--- config.mk ---
export PLATFORM = sky130hd
export DESIGN_NAME = afr_regs
export DESIGN_NICKNAME = d
export VERILOG_FILES = /design/src/afr_pkg.sv /design/src/afr_event_sync.sv /design/src/afr_regs.sv /design/src/afr_result_store.sv
export SDC_FILE = /design/constraint.sdc
export NUM_CORES = 1
export LEC_CHECK = 0
export ABC_AREA = 0
export BUFFER_PORTS_ARGS = -buffer_cell sky130_fd_sc_hd__buf_2
export CORE_ASPECT_RATIO = 0.8
export CORE_MARGIN = 5
export CORE_UTILIZATION = 44
export CTS_CLUSTER_SIZE = 30
export DETAILED_ROUTE_END_ITERATION = 6
export HOLD_SLACK_MARGIN = 0.12
export PLACE_DENSITY = 0.66
export SLEW_MARGIN = 20
export SYNTH_ARGS = -nofsm -noshare
export SYNTH_HDL_FRONTEND = slang
export SYNTH_HIERARCHICAL = 1
export SYNTH_SLANG_ARGS = --single-unit
export TNS_END_PERCENT = 5
--- constraint.sdc ---
create_clock -name clk_i -period 3.2 [get_ports clk_i]
set_input_delay 0.32 -clock clk_i [delete_from_list [all_inputs] [get_ports clk_i]]
set_output_delay 0.32 -clock clk_i [all_outputs]
set_load 0.05 [all_outputs]
--- src/afr_pkg.sv ---
// Package with register map, field positions and bus types of the flag and result slice.
package afr_pkg;

    localparam logic [11:0] OFS_FLAGS      = 12'h018;
    localparam logic [11:0] OFS_FLAG_SET   = 12'h01C;
    localparam logic [11:0] OFS_FLAG_CLEAR = 12'h020;
    localparam logic [11:0] OFS_SINGLE_RES = 12'h024;
    localparam logic [11:0] OFS_SCAN_RES   = 12'h028;
    localparam logic [11:0] OFS_IRQ_MASK   = 12'h040;
    localparam logic [11:0] OFS_STATE      = 12'h044;

    localparam int BIT_SINGLE_DONE = 0;
    localparam int BIT_SCAN_DONE   = 1;
    localparam int BIT_SINGLE_OVF  = 8;
    localparam int BIT_SCAN_OVF    = 9;
    localparam int BIT_SINGLE_DV   = 0;
    localparam int BIT_SCAN_DV     = 1;

    localparam logic [31:0] FLAG_MASK   = 32'h0000_0303;
    localparam logic [31:0] RESET_WORD  = 32'h0000_0000;
    localparam logic [1:0]  HTRANS_NSEQ = 2'h2;
    localparam logic [2:0]  HSIZE_WORD  = 3'h2;

    typedef struct packed {
        logic        hsel;
        logic [31:0] haddr;
        logic [1:0]  htrans;
        logic        hwrite;
        logic [2:0]  hsize;
        logic        hready;
        logic [31:0] hwdata;
    } afr_ahb_req_t;

    typedef struct packed {
        logic        hreadyout;
        logic        hresp;
        logic [31:0] hrdata;
    } afr_ahb_rsp_t;

    typedef struct packed {
        logic        single_valid;
        logic [31:0] single_data;
        logic        single_ovf;
        logic        scan_valid;
        logic [31:0] scan_data;
        logic        scan_ovf;
    } afr_conv_t;

    typedef enum logic [1:0] {
        PH_IDLE,
        PH_WRITE,
        PH_READ
    } afr_phase_t;

endpackage

--- src/afr_event_sync.sv ---
// Capture stage that delays the converter result strobes and data by one register stage, with no edge detection.
`timescale 1ns/1ps
module afr_event_sync
    import afr_pkg::*;
(
    input  wire logic      clk_i,
    input  wire logic      rst_i,
    input  wire afr_conv_t conv_i,
    output afr_conv_t      conv_o
);
    always_ff @(posedge clk_i or posedge rst_i) begin
        if (rst_i) begin
            conv_o <= '0;
        end else begin
            conv_o <= conv_i;
        end
    end
endmodule

--- src/afr_regs.sv ---
// Interrupt flag, flag set and clear, and result data registers on an AHB-Lite slave.
//
// Local design decision: the AHB-Lite register port.
`timescale 1ns/1ps
module afr_regs
    import afr_pkg::*;
#(
    parameter int DATA_W = 32
) (
    input  wire logic              clk_i,
    input  wire logic              rst_i,
    input  wire afr_ahb_req_t      ahb_i,
    output afr_ahb_rsp_t           ahb_o,
    input  wire afr_conv_t         conv_i,
    output logic                   irq_o,
    output logic                   single_valid_o,
    output logic                   scan_valid_o
);
    typedef struct packed {
        afr_phase_t  phase;
        logic [11:0] addr;
        logic [31:0] flags;
        logic [31:0] mask;
        logic        single_dv;
        logic        scan_dv;
        logic        irq;
        logic        rdmux;
        logic [31:0] rdata;
        logic        rd_single;
        logic        rd_scan;
    } afr_state_t;

    afr_state_t  st;
    afr_state_t  next_st;
    afr_conv_t   ev;
    logic [31:0] res_data;
    logic        res_wr;
    logic        res_wr_addr;
    logic [31:0] res_wr_data;
    logic        res_rd_addr;

    function automatic logic is_reg(input logic [11:0] a, input logic [11:0] ofs);
        return a == ofs;
    endfunction

    afr_event_sync u_sync (
        .clk_i  (clk_i),
        .rst_i  (rst_i),
        .conv_i (conv_i),
        .conv_o (ev)
    );

    // Scan results win the write port on a tie; the single result of that cycle is then not stored.
    assign res_wr      = ev.single_valid | ev.scan_valid;
    assign res_wr_addr = ev.scan_valid;
    assign res_wr_data = ev.scan_valid ? ev.scan_data : ev.single_data;
    assign res_rd_addr = is_reg(ahb_i.haddr[11:0], OFS_SCAN_RES);

    afr_result_store #(.WIDTH(DATA_W)) u_store (
        .clk_i     (clk_i),
        .rst_i     (rst_i),
        .wr_en_i   (res_wr),
        .wr_addr_i (res_wr_addr),
        .wr_data_i (res_wr_data),
        .rd_addr_i (res_rd_addr),
        .rd_data_o (res_data)
    );

    logic take;
    assign take = ahb_i.hsel && ahb_i.hready && ahb_i.htrans == HTRANS_NSEQ;

    always_comb begin
        logic [31:0] set_bits;
        logic [31:0] clr_bits;
        logic [31:0] hw_bits;
        set_bits = '0;
        clr_bits = '0;
        hw_bits  = '0;
        next_st  = st;
        next_st.rd_single = 1'b0;
        next_st.rd_scan   = 1'b0;
        next_st.rdmux     = 1'b0;

        case (st.phase)
            PH_WRITE: begin
                if (is_reg(st.addr, OFS_FLAG_SET)) begin
                    set_bits = ahb_i.hwdata & FLAG_MASK;
                end
                if (is_reg(st.addr, OFS_FLAG_CLEAR)) begin
                    clr_bits = ahb_i.hwdata & FLAG_MASK;
                end
                if (is_reg(st.addr, OFS_IRQ_MASK)) begin
                    next_st.mask = ahb_i.hwdata & FLAG_MASK;
                end
            end
            PH_READ: begin
            end
            PH_IDLE: begin
            end
            default: begin
            end
        endcase

        hw_bits[BIT_SINGLE_DONE] = ev.single_valid;
        hw_bits[BIT_SCAN_DONE]   = ev.scan_valid;
        hw_bits[BIT_SINGLE_OVF]  = ev.single_ovf;
        hw_bits[BIT_SCAN_OVF]    = ev.scan_ovf;
        // Hardware events and set writes beat a clear in the same cycle.
        next_st.flags = ((st.flags & ~clr_bits) | set_bits | hw_bits) & FLAG_MASK;

        // A read clears valid unless a new result lands in that same cycle.
        if (st.rd_single) begin
            next_st.single_dv = 1'b0;
        end
        if (st.rd_scan) begin
            next_st.scan_dv = 1'b0;
        end
        if (ev.single_valid) begin
            next_st.single_dv = 1'b1;
        end
        if (ev.scan_valid) begin
            next_st.scan_dv = 1'b1;
        end

        next_st.phase = PH_IDLE;
        next_st.rdata = '0;
        if (take) begin
            next_st.addr = ahb_i.haddr[11:0];
            if (ahb_i.hwrite) begin
                next_st.phase = PH_WRITE;
            end else begin
                next_st.phase = PH_READ;
                if (is_reg(ahb_i.haddr[11:0], OFS_FLAGS)) begin
                    next_st.rdata = next_st.flags;
                end else if (is_reg(ahb_i.haddr[11:0], OFS_IRQ_MASK)) begin
                    next_st.rdata = next_st.mask;
                end else if (is_reg(ahb_i.haddr[11:0], OFS_STATE)) begin
                    next_st.rdata = {30'h0000_0000, next_st.scan_dv, next_st.single_dv};
                end else if (is_reg(ahb_i.haddr[11:0], OFS_SINGLE_RES)) begin
                    next_st.rdmux     = 1'b1;
                    next_st.rd_single = 1'b1;
                end else if (is_reg(ahb_i.haddr[11:0], OFS_SCAN_RES)) begin
                    next_st.rdmux   = 1'b1;
                    next_st.rd_scan = 1'b1;
                end
            end
        end

        next_st.irq = |(next_st.flags & next_st.mask);
    end

    always_ff @(posedge clk_i or posedge rst_i) begin
        if (rst_i) begin
            st       <= '0;
            st.phase <= PH_IDLE;
        end else begin
            st <= next_st;
        end
    end

    // The result store registers its read word, so the mux reads it in the data phase.
    assign ahb_o.hrdata    = st.rdmux ? res_data : st.rdata;
    assign ahb_o.hreadyout = 1'b1;
    assign ahb_o.hresp     = 1'b0;
    assign irq_o           = st.irq;
    assign single_valid_o  = st.single_dv;
    assign scan_valid_o    = st.scan_dv;

    scan_ovf_set_a: assert property (@(posedge clk_i) disable iff (rst_i)
        st.phase == PH_WRITE && is_reg(st.addr, OFS_FLAG_SET) && ahb_i.hwdata[9]
        |=> st.flags[9])
        else $error("Scan overflow flag not set by write.");
    single_ovf_set_a: assert property (@(posedge clk_i) disable iff (rst_i)
        st.phase == PH_WRITE && is_reg(st.addr, OFS_FLAG_SET) && ahb_i.hwdata[8]
        |=> st.flags[8])
        else $error("Single overflow flag not set by write.");
    scan_done_set_a: assert property (@(posedge clk_i) disable iff (rst_i)
        st.phase == PH_WRITE && is_reg(st.addr, OFS_FLAG_SET) && ahb_i.hwdata[1]
        |=> st.flags[1])
        else $error("Scan complete flag not set by write.");
    single_done_set_a: assert property (@(posedge clk_i) disable iff (rst_i)
        st.phase == PH_WRITE && is_reg(st.addr, OFS_FLAG_SET) && ahb_i.hwdata[0]
        |=> st.flags[0])
        else $error("Single complete flag not set by write.");
    scan_ovf_clear_a: assert property (@(posedge clk_i) disable iff (rst_i)
        st.phase == PH_WRITE && is_reg(st.addr, OFS_FLAG_CLEAR) && ahb_i.hwdata[9]
        && !ev.scan_ovf |=> !st.flags[9])
        else $error("Scan overflow flag not cleared.");
    single_ovf_clear_a: assert property (@(posedge clk_i) disable iff (rst_i)
        st.phase == PH_WRITE && is_reg(st.addr, OFS_FLAG_CLEAR) && ahb_i.hwdata[8]
        && !ev.single_ovf |=> !st.flags[8])
        else $error("Single overflow flag not cleared.");
    scan_done_clear_a: assert property (@(posedge clk_i) disable iff (rst_i)
        st.phase == PH_WRITE && is_reg(st.addr, OFS_FLAG_CLEAR) && ahb_i.hwdata[1]
        && !ev.scan_valid |=> !st.flags[1])
        else $error("Scan complete flag not cleared.");
    single_done_clear_a: assert property (@(posedge clk_i) disable iff (rst_i)
        st.phase == PH_WRITE && is_reg(st.addr, OFS_FLAG_CLEAR) && ahb_i.hwdata[0]
        && !ev.single_valid |=> !st.flags[0])
        else $error("Single complete flag not cleared.");
    single_read_a: assert property (@(posedge clk_i) disable iff (rst_i)
        take && !ahb_i.hwrite && is_reg(ahb_i.haddr[11:0], OFS_SINGLE_RES) && !res_wr
        |=> ahb_o.hrdata == $past(u_store.mem[0]))
        else $error("Single result read returned wrong word.");
    scan_read_a: assert property (@(posedge clk_i) disable iff (rst_i)
        take && !ahb_i.hwrite && is_reg(ahb_i.haddr[11:0], OFS_SCAN_RES) && !res_wr
        |=> ahb_o.hrdata == $past(u_store.mem[1]))
        else $error("Scan result read returned wrong word.");
    single_dv_clear_a: assert property (@(posedge clk_i) disable iff (rst_i)
        st.rd_single && !ev.single_valid |=> !single_valid_o)
        else $error("Single valid not cleared by read.");
    scan_dv_clear_a: assert property (@(posedge clk_i) disable iff (rst_i)
        st.rd_scan && !ev.scan_valid |=> !scan_valid_o)
        else $error("Scan valid not cleared by read.");
    flag_reserved_a: assert property (@(posedge clk_i) disable iff (rst_i)
        (st.flags & ~FLAG_MASK) == 32'h0000_0000)
        else $error("Reserved flag bit set.");
    flag_hold_a: assert property (@(posedge clk_i) disable iff (rst_i)
        st.phase == PH_WRITE && ahb_i.hwdata[9:8] == 2'h0 && !ev.scan_ovf && !ev.single_ovf
        |=> st.flags[9:8] == $past(st.flags[9:8]))
        else $error("Flag changed by write of zero.");
    irq_level_a: assert property (@(posedge clk_i) disable iff (rst_i)
        irq_o == |(st.flags & st.mask))
        else $error("Interrupt does not follow flags and mask.");

    // Converter events land in the flags and valid bits one cycle after capture.
    single_done_ev_a: assert property (@(posedge clk_i) disable iff (rst_i)
        ev.single_valid
        |=> st.flags[BIT_SINGLE_DONE])
        else $error("Single complete event did not set its flag.");
    scan_done_ev_a: assert property (@(posedge clk_i) disable iff (rst_i)
        ev.scan_valid
        |=> st.flags[BIT_SCAN_DONE])
        else $error("Scan complete event did not set its flag.");
    single_ovf_ev_a: assert property (@(posedge clk_i) disable iff (rst_i)
        ev.single_ovf
        |=> st.flags[BIT_SINGLE_OVF])
        else $error("Single overflow event did not set its flag.");
    scan_ovf_ev_a: assert property (@(posedge clk_i) disable iff (rst_i)
        ev.scan_ovf
        |=> st.flags[BIT_SCAN_OVF])
        else $error("Scan overflow event did not set its flag.");
    single_dv_set_a: assert property (@(posedge clk_i) disable iff (rst_i)
        ev.single_valid
        |=> single_valid_o)
        else $error("Single valid not raised by a new result.");
    scan_dv_set_a: assert property (@(posedge clk_i) disable iff (rst_i)
        ev.scan_valid
        |=> scan_valid_o)
        else $error("Scan valid not raised by a new result.");
    single_dv_hold_a: assert property (@(posedge clk_i) disable iff (rst_i)
        !ev.single_valid && !st.rd_single
        |=> single_valid_o == $past(single_valid_o))
        else $error("Single valid changed with no result and no read.");
    scan_dv_hold_a: assert property (@(posedge clk_i) disable iff (rst_i)
        !ev.scan_valid && !st.rd_scan
        |=> scan_valid_o == $past(scan_valid_o))
        else $error("Scan valid changed with no result and no read.");

    // A stored word changes only when a result of its own kind arrives.
    single_store_a: assert property (@(posedge clk_i) disable iff (rst_i)
        ev.single_valid && !ev.scan_valid
        |=> u_store.mem[0] == $past(ev.single_data))
        else $error("Single result not stored.");
    scan_store_a: assert property (@(posedge clk_i) disable iff (rst_i)
        ev.scan_valid
        |=> u_store.mem[1] == $past(ev.scan_data))
        else $error("Scan result not stored.");
    single_keep_a: assert property (@(posedge clk_i) disable iff (rst_i)
        !(ev.single_valid && !ev.scan_valid)
        |=> u_store.mem[0] == $past(u_store.mem[0]))
        else $error("Single result changed with no new result.");
    scan_keep_a: assert property (@(posedge clk_i) disable iff (rst_i)
        !ev.scan_valid
        |=> u_store.mem[1] == $past(u_store.mem[1]))
        else $error("Scan result changed with no new result.");

    // Zero writes and writes to the flag register itself must not move a flag.
    done_hold_a: assert property (@(posedge clk_i) disable iff (rst_i)
        st.phase == PH_WRITE && ahb_i.hwdata[1:0] == 2'h0
        && !ev.single_valid && !ev.scan_valid
        |=> st.flags[1:0] == $past(st.flags[1:0]))
        else $error("Complete flag changed by write of zero.");
    flags_ro_a: assert property (@(posedge clk_i) disable iff (rst_i)
        st.phase == PH_WRITE && is_reg(st.addr, OFS_FLAGS)
        && !ev.single_valid && !ev.scan_valid && !ev.single_ovf && !ev.scan_ovf
        |=> st.flags == $past(st.flags))
        else $error("Flag register changed by a write to it.");
    single_done_quiet_a: assert property (@(posedge clk_i) disable iff (rst_i)
        !st.flags[0] && !ev.single_valid
        && !(st.phase == PH_WRITE && is_reg(st.addr, OFS_FLAG_SET) && ahb_i.hwdata[0])
        |=> !st.flags[0])
        else $error("Single complete flag rose with no cause.");
    scan_done_quiet_a: assert property (@(posedge clk_i) disable iff (rst_i)
        !st.flags[1] && !ev.scan_valid
        && !(st.phase == PH_WRITE && is_reg(st.addr, OFS_FLAG_SET) && ahb_i.hwdata[1])
        |=> !st.flags[1])
        else $error("Scan complete flag rose with no cause.");

    // The mask is software state only; converter events never touch it.
    mask_write_a: assert property (@(posedge clk_i) disable iff (rst_i)
        st.phase == PH_WRITE && is_reg(st.addr, OFS_IRQ_MASK)
        |=> st.mask == ($past(ahb_i.hwdata) & FLAG_MASK))
        else $error("Mask write did not land.");
    mask_hold_a: assert property (@(posedge clk_i) disable iff (rst_i)
        !(st.phase == PH_WRITE && is_reg(st.addr, OFS_IRQ_MASK))
        |=> st.mask == $past(st.mask))
        else $error("Mask changed without a mask write.");

    // Outside a read data phase the bus sees zero, so stale results never leak out.
    rdata_idle_a: assert property (@(posedge clk_i) disable iff (rst_i)
        st.phase != PH_READ
        |-> ahb_o.hrdata == 32'h0000_0000)
        else $error("Read data driven outside a read.");
    flags_read_a: assert property (@(posedge clk_i) disable iff (rst_i)
        take && !ahb_i.hwrite && is_reg(ahb_i.haddr[11:0], OFS_FLAGS)
        |=> ahb_o.hrdata == st.flags)
        else $error("Flag read returned wrong word.");
    state_read_a: assert property (@(posedge clk_i) disable iff (rst_i)
        take && !ahb_i.hwrite && is_reg(ahb_i.haddr[11:0], OFS_STATE)
        |=> ahb_o.hrdata == {30'h0000_0000, scan_valid_o, single_valid_o})
        else $error("State read returned wrong word.");
    wo_read_zero_a: assert property (@(posedge clk_i) disable iff (rst_i)
        take && !ahb_i.hwrite
        && (is_reg(ahb_i.haddr[11:0], OFS_FLAG_SET)
        || is_reg(ahb_i.haddr[11:0], OFS_FLAG_CLEAR))
        |=> ahb_o.hrdata == 32'h0000_0000)
        else $error("Set or clear register read as nonzero.");

    set_write_c: cover property (@(posedge clk_i) disable iff (rst_i)
        st.phase == PH_WRITE && is_reg(st.addr, OFS_FLAG_SET));
    clear_write_c: cover property (@(posedge clk_i) disable iff (rst_i)
        st.phase == PH_WRITE && is_reg(st.addr, OFS_FLAG_CLEAR));
    single_read_c: cover property (@(posedge clk_i) disable iff (rst_i) st.rd_single);
    scan_read_c: cover property (@(posedge clk_i) disable iff (rst_i) st.rd_scan);
    irq_rise_c: cover property (@(posedge clk_i) disable iff (rst_i)
        $rose(irq_o));
endmodule

--- src/afr_result_store.sv ---
// Two-word result memory whose read data come out of a register.
`timescale 1ns/1ps
module afr_result_store
    import afr_pkg::*;
#(
    parameter int WIDTH = 32
) (
    input  wire logic             clk_i,
    input  wire logic             rst_i,
    input  wire logic             wr_en_i,
    input  wire logic             wr_addr_i,
    input  wire logic [WIDTH-1:0] wr_data_i,
    input  wire logic             rd_addr_i,
    output logic      [WIDTH-1:0] rd_data_o
);
    logic [WIDTH-1:0] mem [2];

    always_ff @(posedge clk_i or posedge rst_i) begin
        if (rst_i) begin
            mem[0]    <= '0;
            mem[1]    <= '0;
            rd_data_o <= '0;
        end else begin
            if (wr_en_i) begin
                mem[wr_addr_i] <= wr_data_i;
            end
            rd_data_o <= mem[rd_addr_i];
        end
    end
endmodule

# Word level (Yosys, flattened, before mapping)
# Index checks and enable logic that the tools add are counted.
# totals
regBits	252
mem_count	0
latchBits	0
inputBits	142
mem_bits_ro	0
output_inout_bits	37
ramBits	0
# classes
mux	35
n_mul	0
n_addsub	0
n_reduce_logical	4
shift	0
eq_ne	10
div_mod_pow	0
n_lt_le_gt_ge	3
n_bitwise	8
# ops
op	count
two-way mux 32 bit	10
two-way mux 35 bit	2
bitwise mux 64 bit	1
two-way mux 10 bit	4
== test 12 x 6 -> 1 bit, second input constant	3
== test 12 x 7 -> 1 bit, second input constant	3
bitwise AND 10 x 32 -> 32 bit	1
demux 32 bit (select 1 bit)	1
OR reduction 32 bit	1
== test 12 x 5 -> 1 bit, second input constant	2
bitwise OR 10 bit	2
two-way mux 14 bit	1
two-way mux 1 bit	11
bitwise AND 10 bit	1
two-way mux 2 bit	5
NOT 10 bit	1
greater-or-equal comparator 2 bit, second input constant	2
NOT 1 -> 2 bit	2
logical AND 1 bit	3
== test 2 x 1 -> 1 bit, second input constant	1
== test 2 bit, second input constant	1
< comparator 2 x 1 -> 1 bit, second input constant	1
bitwise OR 1 bit	1

# Longest topological paths before layout
# Gate-level depths: netlist of the first run.
# logic_depth
depth_word	10
depth_mapped	7
ltp_nobuf	6

# Cells and area by module
# The synthesis of the first run kept the hierarchy.
# modules_own_cells
mod	cells_each	n_inst	seq_area_each_um2	area_per_inst_um2
afr_regs	310	1	2202.1	3997.6
afr_result_store	206	1	2402.3	3639.7
afr_event_sync	69	1	1701.6	1705.4

# Worst setup path before layout of the first run
# OpenSTA, ideal clock, no wires.
# synth_path
path_kind	register -> register
start	reg u_sync/conv_o[33] (netlist name)
end	reg u_store/mem[32] (netlist name)
synth_period_minus_slack_ns	1.983
required_time_ns	3.075
arrival_ns	1.857
slack_ns	1.217
stages_incl_launch_ff	8
n_path_buf	4
setup_time_ns	0.125
path_cell_list	dfrtp_1 clkbuf_1 buf_1 or2_2 nor2b_1 buf_6 buf_6 mux2_4
# synth_via
elab_cells_between_ends	9
classes_between	2 x order compare; 4 x mux; 2 x bitwise; 1 x reduce/logical
# synth_rtl
item	line	text
from (decl)	afr_event_sync.sv:9	output afr_conv_t conv_o
from (signal assigned)	afr_event_sync.sv:15	conv_o <= conv_i;
bitwise OR 1 bit	afr_regs.sv:54	assign res_wr = ev.single_valid | ev.scan_valid;
net res_wr	afr_regs.sv:37	logic res_wr;
to (signal, indexed assignment)	afr_result_store.sv:25	mem[wr_addr_i] <= wr_data_i;
to (decl)	afr_result_store.sv:16	logic [WIDTH-1:0] mem [2];
# The timed path passes the listed nets, and every way through them passes these cells.
# A chain may end at the register's enable or synchronous reset.

# Worst setup path after layout of the first run
# layout_path
start	in ahb_i[40] (netlist name)
end	reg u_store.rd_data_o[13]
# layout_via
elab_chain_cells	5
# layout_lines
item	line	text
from (decl)	afr_regs.sv:12	input wire afr_ahb_req_t ahb_i,
== test 12 x 6 -> 1 bit	afr_regs.sv:43	return a == ofs;
net res_rd_addr	afr_regs.sv:40	logic res_rd_addr;
NOT 1 -> 2 bit (implied by the code)	afr_result_store.sv:27	rd_data_o <= mem[rd_addr_i];
two-way mux 32 bit (implied by the code) (3 in series)	afr_result_store.sv:27	
to (signal assigned)	afr_result_store.sv:27	
to (decl)	afr_result_store.sv:14	output logic [WIDTH-1:0] rd_data_o
# The timed path passes the listed nets, and every way through them passes these cells. The select of a mux whose other input is x is not followed.

==> results of run 1 <==
==> path summary, 6_finish.rpt <==
path                            cells after the start  slack [ps]      start               endpoint
worst min register to register                      1         470     st[63]                 st[63]
max in group asynchronous                           4        1870      rst_i      u_sync/conv_o[33]
min in group asynchronous                           3         530      rst_i        u_store/mem[42]
worst max-delay path                                7         750  ahb_i[40]  u_store/rd_data_o[13]
worst min-delay path                                4         300  ahb_i[37]                st[114]
worst max register to register                      5         870    st[109]                  irq_o
==> per-stage QoR <==
step                      hold WS (ps)  cell area, µm²  power [mW]  worst slack, ps  util, %
after global placement             427           10200        4.11              868     49.2
after CTS                          267           12000        7.19              739     57.5
final                              304           12000        7.10              746     57.5
after floorplan                    351            9340        3.98              375        -
after global routing               293           12000        7.42              652     57.5
after detailed placement           429           10200        4.16              831     49.2
==> worst max-delay path, delay by kind of cell <==
family                 cells  cell delay, ps
and+or+nand+nor            3             930
muxes                      1             400
buffers and inverters      3            1180
==> state kept, by name, indices dropped and copies added (netlist names) <==
name               count
st                    85
u_sync/conv_o         68
u_store/mem           64
u_store/rd_data_o     32
irq_o                  1
scan_valid_o           1
single_valid_o         1
==> where the power goes <==
group          switching, mW  internal (mW)
clock network           1.20           1.73
logic                  0.239          0.356
registers              0.124           3.46
total                   1.56           5.54
==> metal layers <==
metal,global-route usage (%),vias to the layer above
met5,0,-
met4,4.24,0
met3,3.31,38
met2,25.8,126
met1,22.0,2690
li1,-,2466
==> timing repair <==
action	4_1_cts	5_1_grt
hold buffers	86	0
gates resized for setup	0	0
hold endpoints to repair	202	0
endpoints found under the setup margin	0	0
==> cell type report <==
class,instances,area [µm²]
Clock buffer,41,808
Clock inverter,8,42.5
Fill cell,1635,8850
Inverter,12,52.6
Multi-Input combinational cell,293,2830
Sequential cell,252,6310
Tap cell,269,337
Timing Repair Buffer,222,1580
==> Yosys cell counts (all sizes together) <==
| library cell | n |
|---|---|
| o21a | 1 |
| inv | 12 |
| o311a | 1 |
| nor3 | 1 |
| nor4 | 5 |
| nand4b | 1 |
| a211o | 2 |
| nand2 | 4 |
| nand4 | 6 |
| nor3b | 4 |
| and4b | 1 |
| dfrtp | 252 |
| o2bb2ai | 1 |
| nand3b | 1 |
| o21ai | 1 |
| or2b | 1 |
| and2 | 56 |
| nor2 | 6 |
| conb | 2 |
| a32o | 1 |
| a21oi | 1 |
| o22ai | 3 |
| mux2 | 173 |
| buf | 18 |
| nor4b | 3 |
| clkbuf | 10 |
| mux2i | 4 |
| nand2b | 3 |
| a21o | 3 |
| nor2b | 1 |
| and4 | 1 |
| a221oi | 3 |
| and4bb | 1 |
| or2 | 2 |
==> logic make-up (layout without fill, tap and decap cells) <==
logic type | count (synthesis) | count (layout) | synth area share (%)
multiplexers | 177 | 177 | 21.7
buffers and inverters | 40 | 283 | 2.37
flip-flops | 252 | 252 | 67.5
other | 2 | 2 | 0.0804
AND/OR/NAND/NOR | 97 | 97 | 6.84
AO/OA/AOI/OAI | 17 | 17 | 1.49
==> flow_summary.ini, run 1 <==
[sta]
fmax_mhz = 407
setup_violations = 0
slew_viol_final = 0
worstMarginPinSlew_ps = 995
min_period_ps = 2450
skew_ps = 6.94
rsz0062_at_grt = false
maxSlewHeadroom_pct = 33.4
hold_viol = 0
setup_tns_ps = 0
min_period_over_period_pct = 76.7

[floorplan]
placementRows = 47
die_w_um = 173
coreArea_um2 = 20800
die-area_um2 = 24300
io_pins = 179
die_height_um = 140
start_util_pct = 44.9

[global_route]
grt_pass1_wl_mm = 31.4
grt_antenna_before_repair = 0
grt_pass1_vias = 5883
grt_max_degree = 78
grt_use_total_pct = 15.9
grt-ovfl-total = 0

[clock_tree]
clock_sinks = 252
cts-buffers-inserted = 27
clk_pin_slew_ps = 60
clkLatencyLatePin_ps = 510
clockBufferDepth = 3
root_buffer = clkbuf_16
post-cts-setup-buffer-count = 0
cts_tree = yes
cts-htree-levels = 1

[worst_hold_path]
hold_class = primary input to flip-flop

[finish]
final_common_cell = dfrtp_1
antennaDiodeCount = 0
layout_common_cells = 250 x dfrtp_1, 160 x mux2_2, 125 x buf_2, 86 x dlygate4sd3_1, 56 x and2_1
syn_to_final_growth_pct = 28.1
nNetsFinal = 950
final_cell_count_no_fill = 1097
drive_above_1_share_pct = 44.4

[pwr]
peakVddDrop_mv = 0.399
leakagePower_nw = 5.58
powerDensity_nw_per_um2 = 594

[synth]
ys.warnings.count = 6
synth_cell_types = 43
ys_ff_latch = 252
syn_inst = 585
synth_area_leaders = dfrtp_1 67%, mux2_2 19%, and2_1 3.7%
avgSynthCellArea_um2 = 16.0
post-synth-top-area-cell = dfrtp_1
syn_area_um2 = 9340
seq_area_frac_synth_pct = 67.5
synth_top_area_share_pct = 67.5
syn_nets = 727

[critical_path]
end_kind = flip-flop
critPathMaxFanout = 32
critPathLaunchType = primary input
cp.required_ps = 3600
cp.arrival_ps = 2850
critPathKind = primary input to flip-flop
cp_cell_sequence = dlygate4sd3_1, buf_2, nor4_1, nand2_1, nor4_2, buf_4, mux2_2
max_stage_delay_ps = 560
cp_slowest_cell = dlygate4sd3_1

[drt]
met1_length_mm = 8.71
highest_layer = met4
drcViolationCount = 0
vias = 5320
drt-initial-drc-count = 200
via_per_inst = 4.85
met3_length_um = 816
routed_wl_mm = 18.8
post_drt_wl_per_cell_um = 17.2
dr.pass1.iters = 4
detail-route-antenna-nets = 0
wl_met2_mm = 8.83

[place]
hpwl_mm = 11.6
port_buffers = 125
placed_cells = 962
routabilityCongestion = 0.817

[flow_run]
maxCapViolations = 0

[status]
status = completed
Note: power is estimated with default switching activity, not from simulation.
==> run 2: changes to the inputs <==
PLACE_DENSITY = 0.68   (was 0.66)
clock period = 2.05 ns   (was 3.2 ns; I/O delays follow)
==> flow_summary.ini, run 2 (same netlist as run 1, synthesis figures left out) <==
[status]
status = completed

[critical_path]
end_kind = flip-flop
critPathLaunchType = flip-flop
critPathKind = flip-flop to flip-flop
reg2reg_depth = 6
max_stage_delay_ps = 450
critPathMaxFanout = 4
worst_r2r_endpoint = st[10]
cp_cell_sequence = nor4_4, buf_4, nand4_1, o21a_1, a211o_1, a32o_1
worstReg2RegStart = st[105]
rrSetupSlack_ps = 40
cp.required_ps = 2440
crit_family = compound AO/OA/AOI/OAI gates
cp.arrival_ps = 2400
crit_buf_inv = 1
cp_slowest_cell = dfrtp_1

[clock_tree]
root_buffer = clkbuf_16
cts-buffers-inserted = 24
cts_tree = yes
cts-htree-levels = 1
clock_sinks = 252
clockBufferDepth = 3
clk_pin_slew_ps = 70
clkLatencyLatePin_ps = 510

[floorplan]
start_util_pct = 44.9
die_w_um = 173
coreArea_um2 = 20800
io_pins = 179
die-area_um2 = 24300
placementRows = 47
die_height_um = 140

[sta]
min_period_ps = 2010
min_period_over_period_pct = 98.2
rsz0062_at_grt = true
setup_tns_ps = 0
final.setup.worst_slack_ps = 36.8
worstMarginPinSlew_ps = 717
fmax_mhz = 497
skew_ps = 14.4
maxSlewHeadroom_pct = 52.1
setup_violations = 0
hold_viol = 0
slew_viol_final = 0

[worst_hold_path]
hold_start = ahb_i[37]
min_to = st[115]
hold_class = primary input to flip-flop
min_delay_path_depth = 3

[drt]
detail-route-antenna-nets = 0
via_per_inst = 4.86
vias = 5367
drcViolationCount = 0
post_drt_wl_per_cell_um = 17.6
routed_wl_mm = 19.4
drt-initial-drc-count = 274
dr.pass1.iters = 4

[place]
port_buffers = 125
hpwl_mm = 12.6
routabilityCongestion = 0.777
placed_area_um2 = 10400
place_ws_ps = -0.962

[pwr]
peakVddDrop_mv = 0.508
leakagePower_nw = 5.66
power.total_mw = 10.9
powerDensity_nw_per_um2 = 897

[finish]
nNetsFinal = 960
largest-register = st
final_common_cell = dfrtp_1
reg.largest.list = st: 85 flops, u_sync/conv_o: 68 flops, u_store/mem: 64 flops
layout_common_cells = 250 x dfrtp_1, 160 x mux2_2, 125 x buf_2, 86 x dlygate4sd3_1, 56 x and2_1
syn_to_final_growth_pct = 30.0
design_area_um2 = 12100
drive_above_1_share_pct = 45.6
antennaDiodeCount = 0
largest_reg_flops = 85

[global_route]
grt_pass1_wl_mm = 32.0
grt_max_degree = 48
grt-ovfl-total = 0
grt_antenna_before_repair = 0
grt_use_total_pct = 16.2
grt_pass1_vias = 6013

[flow_run]
maxCapViolations = 0
[run 2: metrics by stage]
| step | utilization, % | hold slack, ps | instances |
|---|---|---|---|
| after global routing | 58.3 | 173 | 1105 |
| final | 58.3 | 174 | 1105 |
| after CTS | 58.0 | 145 | 1103 |
| after global placement | 49.9 | 303 | 972 |
| after detailed placement | 50.0 | 312 | 973 |
| after floorplan | - | 236 | 585 |
[run 2: worst register-to-register path, delay by kind of cell, from the launching register on]
kind | cells | cell delay (ps)
buf+inv | 1 | 180
simple gates | 2 | 470
compound gates | 3 | 800
flops | 1 | 450
[run 2: area by class of cell]
class                   instances  area [µm²]
inverters                      12        50.0
well taps                     269         337
clock buffers                  36         727
flip-flops and latches        252        6310
clock inverters                 8        65.1
fillers                      1597        8680
repair buffers                235        1780
multi-input cells             293        2880
[run 2: per-layer routing]
layer | global-route usage (%) | wire length [µm] | up-vias
li1 | - | - | 2482
met1 | 22.4 | 8750 | 2729
met2 | 26.4 | 9380 | 121
met3 | 3.37 | 842 | 35
met4 | 4.20 | 446 | 0
met5 | 0 | 0 | -
[run 2: where the power goes]
group	total (mW)	switching (mW)	internal, mW	leakage [nW]
Clock	4.33	1.75	2.57	0.399
Sequential	5.60	0.204	5.40	3.07
Combinational	0.970	0.386	0.584	2.19
[run 2: worst max path at each step]
stage / startpoint / to / slack, ps / cells past startpoint
global route: st[110] / irq_o / -10 / 5
CTS: ahb_i[39] / u_store/rd_data_o[24] / 20 / 8
floorplan: rst_i / irq_o / -430 / 1
finish: st[105] / st[10] / 40 / 6
detailed placement: ahb_i[49] / u_store/rd_data_o[17] / -1 / 7
global placement: u_sync/conv_o[33] / u_store/mem[44] / -10 / 3
[run 2: repair_timing]
| action | in CTS | in global routing |
|---|---|---|
| setup buffers | 0 | 1 |
| hold buffers | 86 | 0 |
| gates resized for setup | 0 | 7 |
| setup endpoints to repair | 0 | 49 |
| endpoints found under the hold margin | 162 | 0 |
